===== src/verilog/ecm_pkg.sv =====
/*
 Shared constants of the encoder cross-check monitor: clock rate, measuring
 intervals, filter geometry and data widths.
 Assumes a single 25 MHz system clock.
*/
`default_nettype none

package ecm_pkg;

   // ----------------------------------------------------------------
   // Clock and derived time bases
   // ----------------------------------------------------------------
   localparam int unsigned CLK_HZ = 25_000_000;
   localparam int unsigned MS_CYC_DEF = CLK_HZ / 1000;
   localparam int unsigned GATE_MS = 8;
   localparam int unsigned FREQ_MIN_HZ = 500;
   localparam int unsigned FREQ_MIN_EDGES = FREQ_MIN_HZ * GATE_MS / 1000;
   localparam int unsigned FREQ_MUL = 1000 / GATE_MS;
   localparam int unsigned PEAK_MS = 256;
   localparam int unsigned PEAK_CYC_DEF = (CLK_HZ / 1000) * PEAK_MS;
   localparam int unsigned LINE_FLT_US = 100;
   localparam int unsigned LINE_FLT_CYC = (CLK_HZ / 1_000_000) * LINE_FLT_US;

   // ----------------------------------------------------------------
   // Averaging filter
   // ----------------------------------------------------------------
   localparam int unsigned FILT_STEP_MS = 8;
   localparam int unsigned FILT_MAX_MS = 64;
   localparam int unsigned FILT_DEPTH = 8;
   localparam int unsigned FILT_AW = 3;
   localparam int unsigned FILT_SEL_W = 4;
   localparam logic [FILT_SEL_W-1:0] FILT_SEL_MAX = 4'h8;

   // ----------------------------------------------------------------
   // Data widths
   // ----------------------------------------------------------------
   localparam int unsigned POS_W = 32;
   localparam int unsigned SPD_W = 32;
   localparam int unsigned CNT_W = 24;
   localparam int unsigned DIV_W = 25;
   localparam int unsigned EDGE_W = 16;
   localparam int unsigned LFC_W = 12;
   localparam logic [DIV_W-1:0] DIVIDEND = DIV_W'(CLK_HZ);

endpackage : ecm_pkg

`default_nettype wire


===== src/verilog/ecm_crosscheck.sv =====
/*
 Dual-channel encoder supervision: quadrature decoding, position and speed
 per channel, averaging filter, line fault detection and cross-comparison
 with a latched shut-down request.
 Assumes each channel has two tracks with complementary lines on pins.
*/
`timescale 1ns/1ps
`default_nettype none

// What this block does
// RL1 - Continuously compare position and speed across channels
// RL2 - Position difference checked against position threshold
// RL3 - Speed difference checked against speed threshold
// RL4 - Edge counting at 500 Hz, period timing below
// RL5 - Acceleration window peak time capped at 256 ms
// RL6 - Optional moving-average filter on speed values
// RL7 - Filter length 0 to 64 ms, 8 ms steps
// RL8 - Detect shorts and open lines on encoder wiring
// RL9 - Detect lines stuck at 0 or 1
// RL10 - Latch fault, request safe stop until reset
module ecm_crosscheck import ecm_pkg::*; #(
   parameter int unsigned MS_CYC = MS_CYC_DEF,
   parameter int unsigned PEAK_CYC = PEAK_CYC_DEF
) (
   // Clock, reset, enable
   input wire logic ref_clk,
   input wire logic rst,
   input wire logic ce,
   // Encoder pins: [1:0] channel A tracks, [3:2] channel B tracks
   input wire logic [3:0] enc_trk,
   input wire logic [3:0] enc_trk_n,
   // Configuration
   input wire logic [POS_W-1:0] pos_thresh,
   input wire logic [SPD_W-1:0] spd_thresh,
   input wire logic [FILT_SEL_W-1:0] filt_sel,
   // Measured values
   output logic signed [POS_W-1:0] pos_a,
   output logic signed [POS_W-1:0] pos_b,
   output logic signed [SPD_W-1:0] spd_a,
   output logic signed [SPD_W-1:0] spd_b,
   output logic signed [SPD_W-1:0] acc_a,
   output logic signed [SPD_W-1:0] acc_b,
   output logic [1:0] period_mode,
   // Faults
   output logic fault_pos,
   output logic fault_spd,
   output logic [1:0] fault_line,
   output logic safe_stop_req
);

   // ----------------------------------------------------------------
   // Time bases
   // ----------------------------------------------------------------
   localparam int unsigned MS_W = $clog2(MS_CYC + 1);
   localparam logic [MS_W-1:0] MS_LAST = MS_W'(MS_CYC - 1);
   localparam logic [3:0] GATE_LAST = 4'(GATE_MS - 1);
   localparam logic [CNT_W-1:0] PEAK_LIM = CNT_W'(PEAK_CYC);

   logic [MS_W-1:0] ms_cnt_r;
   logic [3:0] gate_cnt_r;
   logic ms_tick;
   logic gate_tick;
   logic [FILT_SEL_W-1:0] filt_k;

   assign ms_tick = (ms_cnt_r == MS_LAST);
   assign gate_tick = ms_tick && (gate_cnt_r == GATE_LAST);
   assign filt_k = (filt_sel > FILT_SEL_MAX) ? FILT_SEL_MAX : filt_sel; // [RL7]

   // Millisecond and gate interval counters
   always_ff @(posedge ref_clk or posedge rst) begin
      if (rst) begin
         ms_cnt_r <= '0;
         gate_cnt_r <= '0;
      end else if (ce) begin
         ms_cnt_r <= ms_tick ? '0 : ms_cnt_r + 1'b1;
         if (ms_tick) begin
            gate_cnt_r <= (gate_cnt_r == GATE_LAST) ? 4'h0 : gate_cnt_r + 4'h1;
         end
      end
   end

   // ----------------------------------------------------------------
   // Per-channel measurement
   // ----------------------------------------------------------------
   logic signed [POS_W-1:0] pos_r [2];
   logic signed [SPD_W-1:0] spd_f_r [2];
   logic signed [SPD_W-1:0] acc_r [2];
   logic [1:0] slow_r;
   logic [1:0] line_bad;

   for (genvar ch = 0; ch < 2; ch++) begin : g_ch
      logic [3:0] s1_r, s2_r;
      logic [2:0] live_r;
      logic [1:0] q, qn, q_prev_r, chg;
      logic step, up, illegal;
      logic [EDGE_W-1:0] edge_cnt_r;
      logic [CNT_W-1:0] per_cnt_r, per_lat_r, dvs, dvs_r;
      logic dir_r;
      logic div_busy_r;
      logic [4:0] div_i_r;
      logic [DIV_W:0] rem_r, trial;
      logic [DIV_W-1:0] quo_r;
      logic signed [SPD_W-1:0] spd_raw_r, spd_prev_r;
      logic spd_upd_r;
      logic [FILT_SEL_W-1:0] fms_r;
      logic [FILT_AW-1:0] wptr_r;
      logic [FILT_AW:0] fill_r;
      logic samp;
      logic [SPD_W-1:0] old_raw;
      logic signed [SPD_W-1:0] old_val;
      logic signed [SPD_W+FILT_AW-1:0] sum_r;
      logic [LFC_W-1:0] lfc_r;
      logic pair_eq;

      // Pin synchroniser, two flops; live_r marks when the pipe holds real pins,
      // so an encoder resting off 00 at reset is not taken for a jump
      always_ff @(posedge ref_clk or posedge rst) begin
         if (rst) begin
            s1_r <= 4'h0;
            s2_r <= 4'h0;
            live_r <= 3'h0;
         end else if (ce) begin
            s1_r <= {enc_trk_n[2*ch +: 2], enc_trk[2*ch +: 2]};
            s2_r <= s1_r;
            live_r <= {live_r[1:0], 1'b1};
         end
      end

      assign q = s2_r[1:0];
      assign qn = s2_r[3:2];
      assign chg = live_r[2] ? (q ^ q_prev_r) : 2'h0; // No edge before the pipe is live
      assign step = ^chg;
      assign illegal = &chg; // Both tracks jump at once: shorted lines [RL8]
      assign up = q_prev_r[1] ^ q[0];

      // Quadrature position counter
      always_ff @(posedge ref_clk or posedge rst) begin
         if (rst) begin
            q_prev_r <= 2'h0;
            pos_r[ch] <= '0;
            dir_r <= 1'b0;
         end else if (ce) begin
            q_prev_r <= q;
            if (step) begin
               pos_r[ch] <= up ? pos_r[ch] + 1'b1 : pos_r[ch] - 1'b1;
               dir_r <= ~up;
            end
         end
      end

      // Edge count per gate and period timer capped at peak time
      always_ff @(posedge ref_clk or posedge rst) begin
         if (rst) begin
            edge_cnt_r <= '0;
            per_cnt_r <= '0;
            per_lat_r <= PEAK_LIM;
         end else if (ce) begin
            if (gate_tick) begin
               edge_cnt_r <= {{(EDGE_W-1){1'b0}}, step};
            end else if (step && edge_cnt_r != '1) begin
               edge_cnt_r <= edge_cnt_r + 1'b1;
            end
            if (step) begin
               per_lat_r <= per_cnt_r + 1'b1;
               per_cnt_r <= '0;
            end else if (per_cnt_r < PEAK_LIM) begin
               per_cnt_r <= per_cnt_r + 1'b1; // Saturates at peak time [RL5]
            end
         end
      end

      // A slowing shaft is judged by the longer of the open and last period
      assign dvs = (per_cnt_r > per_lat_r) ? per_cnt_r : per_lat_r;
      assign trial = {rem_r[DIV_W-1:0], DIVIDEND[5'(DIV_W-1) - div_i_r]};

      // Speed: edge counting fast, period division slow
      always_ff @(posedge ref_clk or posedge rst) begin
         if (rst) begin
            div_busy_r <= 1'b0;
            div_i_r <= 5'h00;
            rem_r <= '0;
            quo_r <= '0;
            spd_raw_r <= '0;
            spd_prev_r <= '0;
            dvs_r <= '0;
            spd_upd_r <= 1'b0;
            slow_r[ch] <= 1'b1;
         end else if (ce) begin
            spd_upd_r <= 1'b0;
            if (gate_tick && !div_busy_r) begin
               if (edge_cnt_r >= EDGE_W'(FREQ_MIN_EDGES)) begin // [RL4]
                  spd_raw_r <= dir_r ? -SPD_W'(edge_cnt_r * FREQ_MUL)
                                     : SPD_W'(edge_cnt_r * FREQ_MUL);
                  slow_r[ch] <= 1'b0;
                  spd_upd_r <= 1'b1;
               end else if (dvs >= PEAK_LIM) begin
                  spd_raw_r <= '0; // No edge within peak time: standstill [RL5]
                  slow_r[ch] <= 1'b1;
                  spd_upd_r <= 1'b1;
               end else begin
                  div_busy_r <= 1'b1; // Period method [RL4]
                  div_i_r <= 5'h00;
                  rem_r <= '0;
                  quo_r <= '0;
                  dvs_r <= dvs; // Open period keeps growing, so freeze the divisor
                  slow_r[ch] <= 1'b1;
               end
            end else if (div_busy_r) begin
               if (trial >= {{(DIV_W+1-CNT_W){1'b0}}, dvs_r}) begin
                  rem_r <= trial - {{(DIV_W+1-CNT_W){1'b0}}, dvs_r};
                  quo_r <= {quo_r[DIV_W-2:0], 1'b1};
               end else begin
                  rem_r <= trial;
                  quo_r <= {quo_r[DIV_W-2:0], 1'b0};
               end
               div_i_r <= div_i_r + 5'h01;
               if (div_i_r == 5'(DIV_W-1)) begin
                  div_busy_r <= 1'b0;
                  spd_upd_r <= 1'b1;
               end
            end
            if (div_busy_r && div_i_r == 5'(DIV_W-1)) begin
               spd_raw_r <= dir_r ? -SPD_W'({quo_r[DIV_W-2:0], trial >= dvs_r})
                                  : SPD_W'({quo_r[DIV_W-2:0], trial >= dvs_r});
            end
            if (spd_upd_r) begin
               spd_prev_r <= spd_raw_r;
            end
         end
      end

      // Acceleration as speed change per measuring window
      always_ff @(posedge ref_clk or posedge rst) begin
         if (rst) begin
            acc_r[ch] <= '0;
         end else if (ce && spd_upd_r) begin
            acc_r[ch] <= spd_raw_r - spd_prev_r; // [RL5]
         end
      end

      // Averaging filter: eight samples spaced filt_k ms apart
      assign samp = ms_tick && (filt_k != '0) && (fms_r + 1'b1 >= filt_k);
      assign old_val = (fill_r >= (FILT_AW+1)'(FILT_DEPTH)) ? $signed(old_raw) : '0;

      ecm_ring_mem #(
         .W(SPD_W),
         .AW(FILT_AW)
      ) u_ring (
         .ref_clk(ref_clk),
         .ce(ce),
         .we(samp),
         .waddr(wptr_r),
         .wdata(spd_raw_r),
         .raddr(wptr_r),
         .rdata_r(old_raw)
      );

      always_ff @(posedge ref_clk or posedge rst) begin
         if (rst) begin
            fms_r <= '0;
            wptr_r <= '0;
            fill_r <= '0;
            sum_r <= '0;
            spd_f_r[ch] <= '0;
         end else if (ce) begin
            if (filt_k == '0) begin
               fms_r <= '0;
               fill_r <= '0;
               sum_r <= '0;
               spd_f_r[ch] <= spd_raw_r; // Filter bypassed [RL6]
            end else begin
               if (ms_tick) begin
                  fms_r <= samp ? '0 : fms_r + 1'b1;
               end
               if (samp) begin
                  sum_r <= sum_r + (SPD_W+FILT_AW)'(spd_raw_r)
                                 - (SPD_W+FILT_AW)'(old_val); // [RL6]
                  wptr_r <= wptr_r + 1'b1;
                  if (fill_r < (FILT_AW+1)'(FILT_DEPTH)) begin
                     fill_r <= fill_r + 1'b1;
                  end
               end
               // Until the window fills, the raw value passes through
               spd_f_r[ch] <= (fill_r >= (FILT_AW+1)'(FILT_DEPTH))
                              ? SPD_W'(sum_r >>> FILT_AW) : spd_raw_r; // [RL7]
            end
         end
      end

      // Line supervision: a track equal to its complement is open or stuck
      assign pair_eq = live_r[2] && ((q[0] == qn[0]) || (q[1] == qn[1]));

      always_ff @(posedge ref_clk or posedge rst) begin
         if (rst) begin
            lfc_r <= '0;
         end else if (ce) begin
            lfc_r <= !pair_eq ? '0 : (lfc_r == LFC_W'(LINE_FLT_CYC)) ? lfc_r
                                   : lfc_r + 1'b1; // [RL8] [RL9]
         end
      end

      assign line_bad[ch] = illegal || (lfc_r == LFC_W'(LINE_FLT_CYC)); // [RL8] [RL9]
   end

   // ----------------------------------------------------------------
   // Cross-channel comparison and fault latch
   // ----------------------------------------------------------------
   logic signed [POS_W:0] pos_diff;
   logic signed [SPD_W:0] spd_diff;
   logic [POS_W:0] pos_abs;
   logic [SPD_W:0] spd_abs;
   logic pos_over, spd_over;

   assign pos_diff = {pos_r[0][POS_W-1], pos_r[0]} - {pos_r[1][POS_W-1], pos_r[1]};
   assign spd_diff = {spd_f_r[0][SPD_W-1], spd_f_r[0]} - {spd_f_r[1][SPD_W-1], spd_f_r[1]};
   assign pos_abs = pos_diff[POS_W] ? -pos_diff : pos_diff;
   assign spd_abs = spd_diff[SPD_W] ? -spd_diff : spd_diff;
   assign pos_over = pos_abs > {1'b0, pos_thresh}; // [RL1] [RL2]
   assign spd_over = spd_abs > {1'b0, spd_thresh}; // [RL1] [RL3]

   // Faults stay latched until reset
   always_ff @(posedge ref_clk or posedge rst) begin
      if (rst) begin
         fault_pos <= 1'b0;
         fault_spd <= 1'b0;
         fault_line <= 2'h0;
      end else if (ce) begin
         fault_pos <= fault_pos | pos_over; // [RL10]
         fault_spd <= fault_spd | spd_over; // [RL10]
         fault_line <= fault_line | line_bad; // [RL10]
      end
   end

   assign safe_stop_req = fault_pos | fault_spd | (|fault_line); // [RL10]

   // Measured value outputs
   assign pos_a = pos_r[0];
   assign pos_b = pos_r[1];
   assign spd_a = spd_f_r[0];
   assign spd_b = spd_f_r[1];
   assign acc_a = acc_r[0];
   assign acc_b = acc_r[1];
   assign period_mode = slow_r;

endmodule // ecm_crosscheck

`default_nettype wire


===== src/verilog/ecm_ring_mem.sv =====
/*
 Small ring memory for the averaging filter: one write port and one read
 port whose data come out of a register.
 Assumes write and read addresses come from the same clock domain.
*/
`timescale 1ns/1ps
`default_nettype none

module ecm_ring_mem #(
   parameter int unsigned W = 32,
   parameter int unsigned AW = 3
) (
   // Clock
   input wire logic ref_clk,
   input wire logic ce,
   // Write port
   input wire logic we,
   input wire logic [AW-1:0] waddr,
   input wire logic [W-1:0] wdata,
   // Read port
   input wire logic [AW-1:0] raddr,
   output logic [W-1:0] rdata_r
);

   logic [W-1:0] mem [2**AW];

   // Storage write and registered read
   always_ff @(posedge ref_clk) begin
      if (ce) begin
         if (we) begin
            mem[waddr] <= wdata;
         end
         rdata_r <= mem[raddr];
      end
   end

endmodule // ecm_ring_mem

`default_nettype wire


===== config.mk =====
export PLATFORM = sky130hd
export DESIGN_NAME = ecm_crosscheck
export DESIGN_NICKNAME = d
export VERILOG_FILES = /design/src/verilog/ecm_pkg.sv /design/src/verilog/ecm_crosscheck.sv /design/src/verilog/ecm_ring_mem.sv
export SDC_FILE = /design/constraint.sdc
export NUM_CORES = 2
export LEC_CHECK = 0
export BUFFER_PORTS_ARGS = -buffer_cell sky130_fd_sc_hd__buf_2
export CORE_MARGIN = 5
export CORE_UTILIZATION = 40
export CTS_BUF_LIST = sky130_fd_sc_hd__clkbuf_16
export DETAILED_ROUTE_END_ITERATION = 7
export GPL_TIMING_DRIVEN = 0
export PLACE_DENSITY = 0.61
export SLEW_MARGIN = 40
export SYNTH_ARGS = -nofsm -noshare
export SYNTH_HDL_FRONTEND = slang
export SYNTH_SLANG_ARGS = --single-unit

===== constraint.sdc =====
create_clock -name ref_clk -period 36.1 [get_ports ref_clk]
set_input_delay 0 -clock ref_clk [delete_from_list [all_inputs] [get_ports ref_clk]]
set_output_delay 0 -clock ref_clk [all_outputs]
set_load 0.02 [all_outputs]

# [Word-level counts from Yosys, hierarchy flattened]
# Memories as Yosys holds them, arrays and structs flattened. A register that Yosys moved wholly into a read port is not among the register bits.
# Index checks and enable logic that the tools add are counted.
[word_totals] reg_bits=777 ramBits=512 mem_bits_ro=64 out_inout_bits=199 mem_count=4
[op_classes] add_sub_neg=38 multipliers=2 magnitude_cmp=21 n_eq_ne=18 n_mux=115 bitwise_logic=16 reduce_logical=70
[memory_table] memory="g_ch[0].u_ring.mem" words=8 width=32 rd=1 rd_ports_with_merged_regs=1 write_ports=1 line="ecm_ring_mem.sv:25" source="logic [W-1:0] mem [2**AW];"
[memory_table] memory="g_ch[1].u_ring.mem" words=8 width=32 rd=1 rd_ports_with_merged_regs=1 write_ports=1 line="ecm_ring_mem.sv:25"
[memory_table] memory="(name not given)" words=32 width=1 rd=1 rd_ports_with_merged_regs=0 write_ports=0 line="ecm_crosscheck.sv:174" source="assign trial = {rem_r[DIV_W-1:0], DIVIDEND[5'(DIV_W-1) - div_i_r]};"
[memory_table] memory="(name not given)" words=32 width=1 rd=1 rd_ports_with_merged_regs=0 write_ports=0 line="ecm_crosscheck.sv:174"
[ops] cell="32-bit 2-to-1 mux" n=20
[ops] cell="24-bit 2-to-1 mux" n=14
[ops] cell="25-bit 2-to-1 mux" n=10
[ops] cell="35-bit 2-to-1 mux" n=4
[ops] cell="35-bit by 32-bit adder with 35-bit output" n=2
[ops] cell="35-bit by 32-bit subtractor with 35-bit output" n=2
[ops] cell="33-bit by 32-bit greater-than comparator with 1-bit output" n=2
[ops] cell="33-bit 2-to-1 mux" n=2
[ops] cell="33-bit negator" n=2
[ops] cell="32-bit by 32-bit subtractor with 33-bit output" n=2
[ops] cell="32-bit by 1-bit adder with 32-bit output (second input constant)" n=2
[ops] cell="16-bit 2-to-1 mux" n=4
[ops] cell="23-bit negator with 32-bit output" n=2
[ops] cell="25-bit negator with 32-bit output" n=2
[ops] cell="32-bit by 1-bit subtractor with 32-bit output (second input constant)" n=2
[ops] cell="32-bit subtractor" n=2
[ops] cell="4-bit 2-to-1 mux" n=14
[ops] cell="26-bit by 24-bit greater-or-equal comparator with 1-bit output" n=2
[ops] cell="25-bit by 24-bit subtractor with 25-bit output" n=2
[ops] cell="24-bit by 1-bit adder with 24-bit output (second input constant)" n=2
[ops] cell="24-bit by 23-bit greater-or-equal comparator with 1-bit output (second input constant)" n=2
[ops] cell="24-bit greater-than comparator" n=2
[ops] cell="24-bit by 23-bit < comparator with 1-bit output (second input constant)" n=2
[ops] cell="12-bit 2-to-1 mux" n=4
[ops] cell="other kinds (42)" n=176

# [Logic depth before layout (Yosys ltp)]
[depth] depth_word=8 depth_mapped=30 ltp_nobuf=28

# [Cells and area by module]
# A second synthesis with hierarchy kept.
[unflattened] cells_unflattened=8141 area_unflattened_um2=84160.7
[modules_own_cells] mod="ecm_crosscheck" n_inst=1 cells_per_inst=7311 area_each_um2=62582.5 seq_area_each_um2=19386.1
[modules_own_cells] mod="ecm_ring_mem" n_inst=2 cells_per_inst=415 area_each_um2=10789.1 seq_area_each_um2=8648.3

# [Least setup slack after synthesis]
# No wires, ideal clock.
[synth_path] path_type="flip-flop to flip-flop" from="reg g_ch[1].div_i_r[0]" to="reg g_ch[1].spd_raw_r[26]" setup_time_ns=0.138 arrival_time_ns=5.807 required_time_ns=35.962 path_slack_ns=30.155 stages_incl_launch_ff=29 synth_period_minus_slack_ns=5.945 cell_sequence="dfrtp_1 > inv_1 > ha_1 > nor2b_1 > nand2b_1 > xnor2_1 > a21oi_1 > a31o_2 > a211oi_1 > ha_1 > fa_1 > nor2b_1 > o21a_1 > o21bai_1 > a31oi_1 > a31oi_1 > a21oi_1 > o311a_1 > o41ai_4 > clkbuf_1 > buf_2 > ha_1 > nand2_1 > or2_0 > or2_2 > or4_1 > nand3_1 > nand3_1 > a21boi_0"
[synth_between] elab_chain_cells=7 word_cells_on_any_way=12
[synth_lines] item="from (decl)" line="ecm_crosscheck.sv:100" source="logic [4:0] div_i_r;"
[synth_lines] item="from (signal assigned)" line="ecm_crosscheck.sv:216" source="div_i_r <= div_i_r + 5'h01;"
[synth_lines] item="5-bit subtractor" line="ecm_crosscheck.sv:174"
[synth_lines] item="memory read 32 x 1 bit"
[synth_lines] item="1-bit 2-to-1 mux (implied by the code)" line="ecm_crosscheck.sv:174"
[synth_lines] item="26-bit by 24-bit greater-or-equal comparator with 1-bit output" line="ecm_crosscheck.sv:223" source="spd_raw_r <= dir_r ? -SPD_W'({quo_r[DIV_W-2:0], trial >= dvs_r})"
[synth_lines] item="25-bit negator with 32-bit output" line="ecm_crosscheck.sv:223"
[synth_lines] item="32-bit 2-to-1 mux" line="ecm_crosscheck.sv:223"
[synth_lines] item="32-bit 2-to-1 mux" line="ecm_crosscheck.sv:222" source="if (div_busy_r && div_i_r == 5'(DIV_W-1)) begin"
[synth_lines] item="to (signal assigned)" line="ecm_crosscheck.sv:192" source="spd_raw_r <= dir_r ? -SPD_W'(edge_cnt_r * FREQ_MUL)"
[synth_lines] item="to (signal assigned)" line="ecm_crosscheck.sv:223"
[synth_lines] item="to (decl)" line="ecm_crosscheck.sv:103" source="logic signed [SPD_W-1:0] spd_raw_r, spd_prev_r;"
# Parallel ways exist; a longest one is shown, timed or not. The select of a mux whose other input is x is not followed.
# A chain may end at the register's enable or synchronous reset.

# [Worst setup path after layout]
[layout_path] from="reg spd_f_r (netlist bit spd_a[0])" to="reg fault_spd"
[layout_between] elab_chain_cells=5
[layout_lines] item="from (decl)" line="ecm_crosscheck.sv:86" source="logic signed [SPD_W-1:0] spd_f_r [2];"
[layout_lines] item="from (signal, indexed assignment)" line="ecm_crosscheck.sv:270" source="spd_f_r[ch] <= spd_raw_r;"
[layout_lines] item="from (signal, indexed assignment)" line="ecm_crosscheck.sv:284" source="spd_f_r[ch] <= (fill_r >= (FILT_AW+1)'(FILT_DEPTH))"
[layout_lines] item="32-bit by 32-bit subtractor with 33-bit output (*)" line="ecm_crosscheck.sv:315" source="assign spd_diff = {spd_f_r[0][SPD_W-1], spd_f_r[0]} - {spd_f_r[1][SPD_W-1], spd_f_r[1]};"
[layout_lines] item="33-bit negator" line="ecm_crosscheck.sv:317" source="assign spd_abs = spd_diff[SPD_W] ? -spd_diff : spd_diff;"
[layout_lines] item="33-bit 2-to-1 mux (*)" line="ecm_crosscheck.sv:317"
[layout_lines] item="33-bit by 32-bit greater-than comparator with 1-bit output (*)" line="ecm_crosscheck.sv:319" source="assign spd_over = spd_abs > {1'b0, spd_thresh};"
[layout_lines] item="1-bit bitwise OR (*)" line="ecm_crosscheck.sv:329" source="fault_spd <= fault_spd | spd_over;"
[layout_lines] item="to (signal assigned)" line="ecm_crosscheck.sv:329"
[layout_lines] item="to (decl)" line="ecm_crosscheck.sv:46" source="output logic fault_spd,"
# Every way passes the cells marked *; elsewhere a longest branch is shown, timed or not.

==> metrics <==
run status finished clean; critical path class flop to flop; nets@finish 9661; final setup TNS 0 ns; largest net degree at the start of global routing 81; sequential area share after synthesis 43.7%; predominant post-synthesis flop cell dfrtp_1; Slew @ Worst Pin 0.897 ns; routed via count 64300; Critical R2R Capture fault_spd$_DFFE_PP0P_; FFs w/ async S/R, synth 57.3%; Row Count 168; gr ovfl total 0; Iter 0 DRT Violations 5085; yosys warns 0; IO Port Bufs 277; Post-Syn Instances 8234; Startpoint Class flop; post_cts resized 0; die width 468 um; Crit Path Max Fanout 10; fin crit share 21.8%; Overall Global Routing Usage 22.0%; CP max stage delay 0.74 ns; EDFF count, synth 576; initial core utilization 40.1%; Hold Crit Class input port to flop; Die Area 0.219 mm^2; CP endpoint fault_spd$_DFFE_PP0P_; clock-pin slew on the worst setup and hold paths 0.08 ns; PwrDens 93.4 mW/mm^2; Worst Reg-to-Reg Cells 31; critical path arrival 8.58 ns; io pins 278; clock sink count 1350; vias in the first global route 64327; H-tree levels 4; # setup viols final 0; r2r startpoint spd_a[0]$_DFFE_PP0P_; Peak VDD IR 0.000182 V; DP Cell Count 11442; WP data required 36.83 ns; initial antenna violation count 17; Syn Std Cell Area 0.0840 mm^2; Worst Setup End Kind flop; FF+latch count, synth 1350; Longest Clk Path Bufs 3; # DRC 0; LEAKAGE 41.2 nW; Routed Antenna Nets 0; Max Freq 127 MHz; synth unique cells 99; Max Cap Violations 0; CTS tree yes; Critical Path Source spd_a[0]$_DFFE_PP0P_; Routability Congestion 0.933; layout cells sized above 1 11.3%; fin crit period 7.85 ns; area delta synth->final 13.7%; fin. max-slew vios 0; Core Region 0.209 mm^2; vias per cell 5.47; final instance count without filler cells 11755; Filler Cells Inserted 19567; First-pass DRT Iterations 7; hpwl dp 188000 um; total CTS buffers 151; WL final 244000 um; first-pass GRT wire length 377000 um; Hold Crit Start enc_trk_n[3]; Synth Net Count 9085; skew final 0.0546 ns; RSZ-0062 raised after global routing false; Reg2Reg Setup Slack 28.25 ns; worst-skew pair later-pin latency 0.83 ns; max_slew headroom 39.8%; CTS Root Buffer Type clkbuf_16; average cell area after synthesis 10.2 um^2; Final Hold Vio Count 0; die height 468 um; Critical Path Slowest Stage Cell a311oi_1; WL/cell 20.7 um
==> flip-flops by register name, indices dropped and copies added (netlist names), 32 cells and up <==
| name | flops |
|---|---|
| g_ch.edge_cnt_r | 32 |
| g_ch.spd_raw_r | 64 |
| spd_a | 32 |
| spd_b | 32 |
| g_ch.spd_prev_r | 64 |
| acc_a | 32 |
| g_ch.u_ring.rdata_r | 64 |
| g_ch.dvs_r | 48 |
| g_ch.per_lat_r | 48 |
| g_ch.per_cnt_r | 48 |
| g_ch.quo_r | 48 |
| g_ch.u_ring.mem | 512 |
| pos_a | 32 |
| g_ch.rem_r | 50 |
| acc_b | 32 |
| pos_b | 32 |
| g_ch.sum_r | 70 |
==> placed cells by master, fill, tap and decap left out, types with 27 or more instances in the layout <==
| cell type | Yosys | final |
|---|---|---|
| and3_1 | 77 | 77 |
| mux4_2 | 128 | 128 |
| a21oi_1 | 443 | 443 |
| nand2b_1 | 66 | 66 |
| edfxtp_1 | 576 | 576 |
| dfrtp_1 | 760 | 760 |
| buf_2 | 8 | 367 |
| o21a_1 | 57 | 57 |
| o21ai_0 | 709 | 709 |
| fa_1 | 184 | 184 |
| clkbuf_16 | 0 | 151 |
| clkbuf_1 | 251 | 236 |
| xor2_1 | 223 | 223 |
| xnor2_1 | 326 | 326 |
| mux2_2 | 104 | 104 |
| nor2b_1 | 72 | 72 |
| nand2_1 | 849 | 849 |
| and2_1 | 100 | 100 |
| ha_1 | 588 | 588 |
| nor2_1 | 437 | 432 |
| buf_4 | 0 | 34 |
| a21o_1 | 176 | 176 |
| mux2i_1 | 111 | 111 |
| inv_1 | 841 | 874 |
| nor4_1 | 31 | 27 |
| nand3_1 | 218 | 218 |
| o21bai_1 | 39 | 39 |
| or3_1 | 42 | 42 |
| a211oi_1 | 46 | 46 |
| a31oi_1 | 54 | 52 |
| nand4_1 | 71 | 71 |
| nor3_1 | 94 | 89 |
| or2_2 | 27 | 27 |
| o31ai_1 | 63 | 63 |
==> layout make-up <==
cell class / instances / area, um^2 / share of cell area [%]
Antenna cell: 10 / 25.0 / 0.0262
Buffer: 290 / 1130 / 1.19
Clock buffer: 151 / 3780 / 3.96
Clock inverter: 132 / 1310 / 1.37
Inverter: 843 / 3170 / 3.32
Multi-Input combinational cell: 5751 / 43200 / 45.2
Sequential cell: 1350 / 36700 / 38.4
Tap cell: 2805 / 3510 / 3.68
Timing Repair Buffer: 423 / 2690 / 2.82
==> power breakdown <==
part           total (W)  leakage [nW]  switching, W  internal [W]
combinational    0.00543          23.6       0.00325       0.00218
sequential       0.00192          14.9      0.000190       0.00173
clock            0.00157          2.58      0.000685      0.000886
total            0.00892          41.2       0.00412       0.00479
==> cells in the mapped netlist, types with 218 or more instances <==
cell type / n / share of area [%]
a21oi_1: 443 / 2.6
ha_1: 588 / 8.8
nand3_1: 218 / 1.3
dfrtp_1: 760 / 23
nand2_1: 849 / 3.8
xor2_1: 223 / 2.3
o21ai_0: 709 / 4.2
xnor2_1: 326 / 3.4
nor2_1: 437 / 2.0
clkbuf_1: 251 / 1.1
inv_1: 841 / 3.8
edfxtp_1: 576 / 21
==> through the flow <==
stage          hold slack [ns]  total power (W)  setup WS, ns  instance area, um^2  util (%)
2_1_floorplan            0.112          0.00592         14.39                84000         -
3_3_place_gp             0.236          0.00720          4.75                88900      42.5
3_5_place_dp            0.0154          0.00729         28.54                90100      43.1
4_1_cts                0.00435          0.00891         28.33                95400      45.6
5_1_grt                 0.0405          0.00967         27.83                95400      45.6
6_report                0.0646          0.00892         28.25                95400      45.6
==> cells by family (layout without fill, tap and decap cells) <==
group                      count (synthesis)  after routing  synth area share [%]
AOI/OAI and AO/OA                       1897           1897                  13.9
xor gates and xnor gates                 550            550                  5.75
adders and majority gates                772            772                  13.2
buffers and inverters                   1133           1839                  5.08
DFF                                     1350           1350                  43.7
muxes                                    343            343                  6.15
other                                      0             10                     0
and+or+nand+nor                         2189           2189                  12.3
==> critical path: cells and delay by family, from the launching register on <==
family	cells	cell delay [ns]
AOI/OAI and AO/OA	18	4.14
xor gates and xnor gates	1	0.07
adders and majority gates	3	0.98
buffers and inverters	4	1.60
DFF	1	0.38
and+or+nand+nor	5	0.57
==> routing by layer <==
layer  track usage [%]  up-vias  share of wire (%)
met2              35.6     1896                 46
met4              7.34        4                3.5
li1                  -    30196                  -
met5                 0        -             0.0086
met3              3.99      388                6.9
met1              29.8    31816                 44
==> what timing repair did <==
item / CTS / global route
hold endpoints to repair: 504 / 0
hold buffers: 19 / 0
setup buffers: 0 / 0
==> worst min path at each step <==
| stage | end | slack (ns) | cells past startpoint |
|---|---|---|---|
| 6_report | g_ch[1].s1_r[3]$_DFFE_PP0P_ | 0.06 | 3 |
| 4_1_cts | g_ch[0].s1_r[3]$_DFFE_PP0P_ | 0.004 | 3 |
| 5_1_grt | g_ch[1].s1_r[3]$_DFFE_PP0P_ | 0.04 | 3 |
| 3_5_place_dp | pos_a[11]$_DFFE_PP0P_ | 0.02 | 2 |
| 3_3_place_gp | g_ch[1].s1_r[0]$_DFFE_PP0P_ | 0.24 | 2 |
| 2_1_floorplan | g_ch[0].u_ring.rdata_r[0]$_DFFE_PP_ | 0.11 | 0 |
Note: power is estimated with default switching activity, not from simulation.
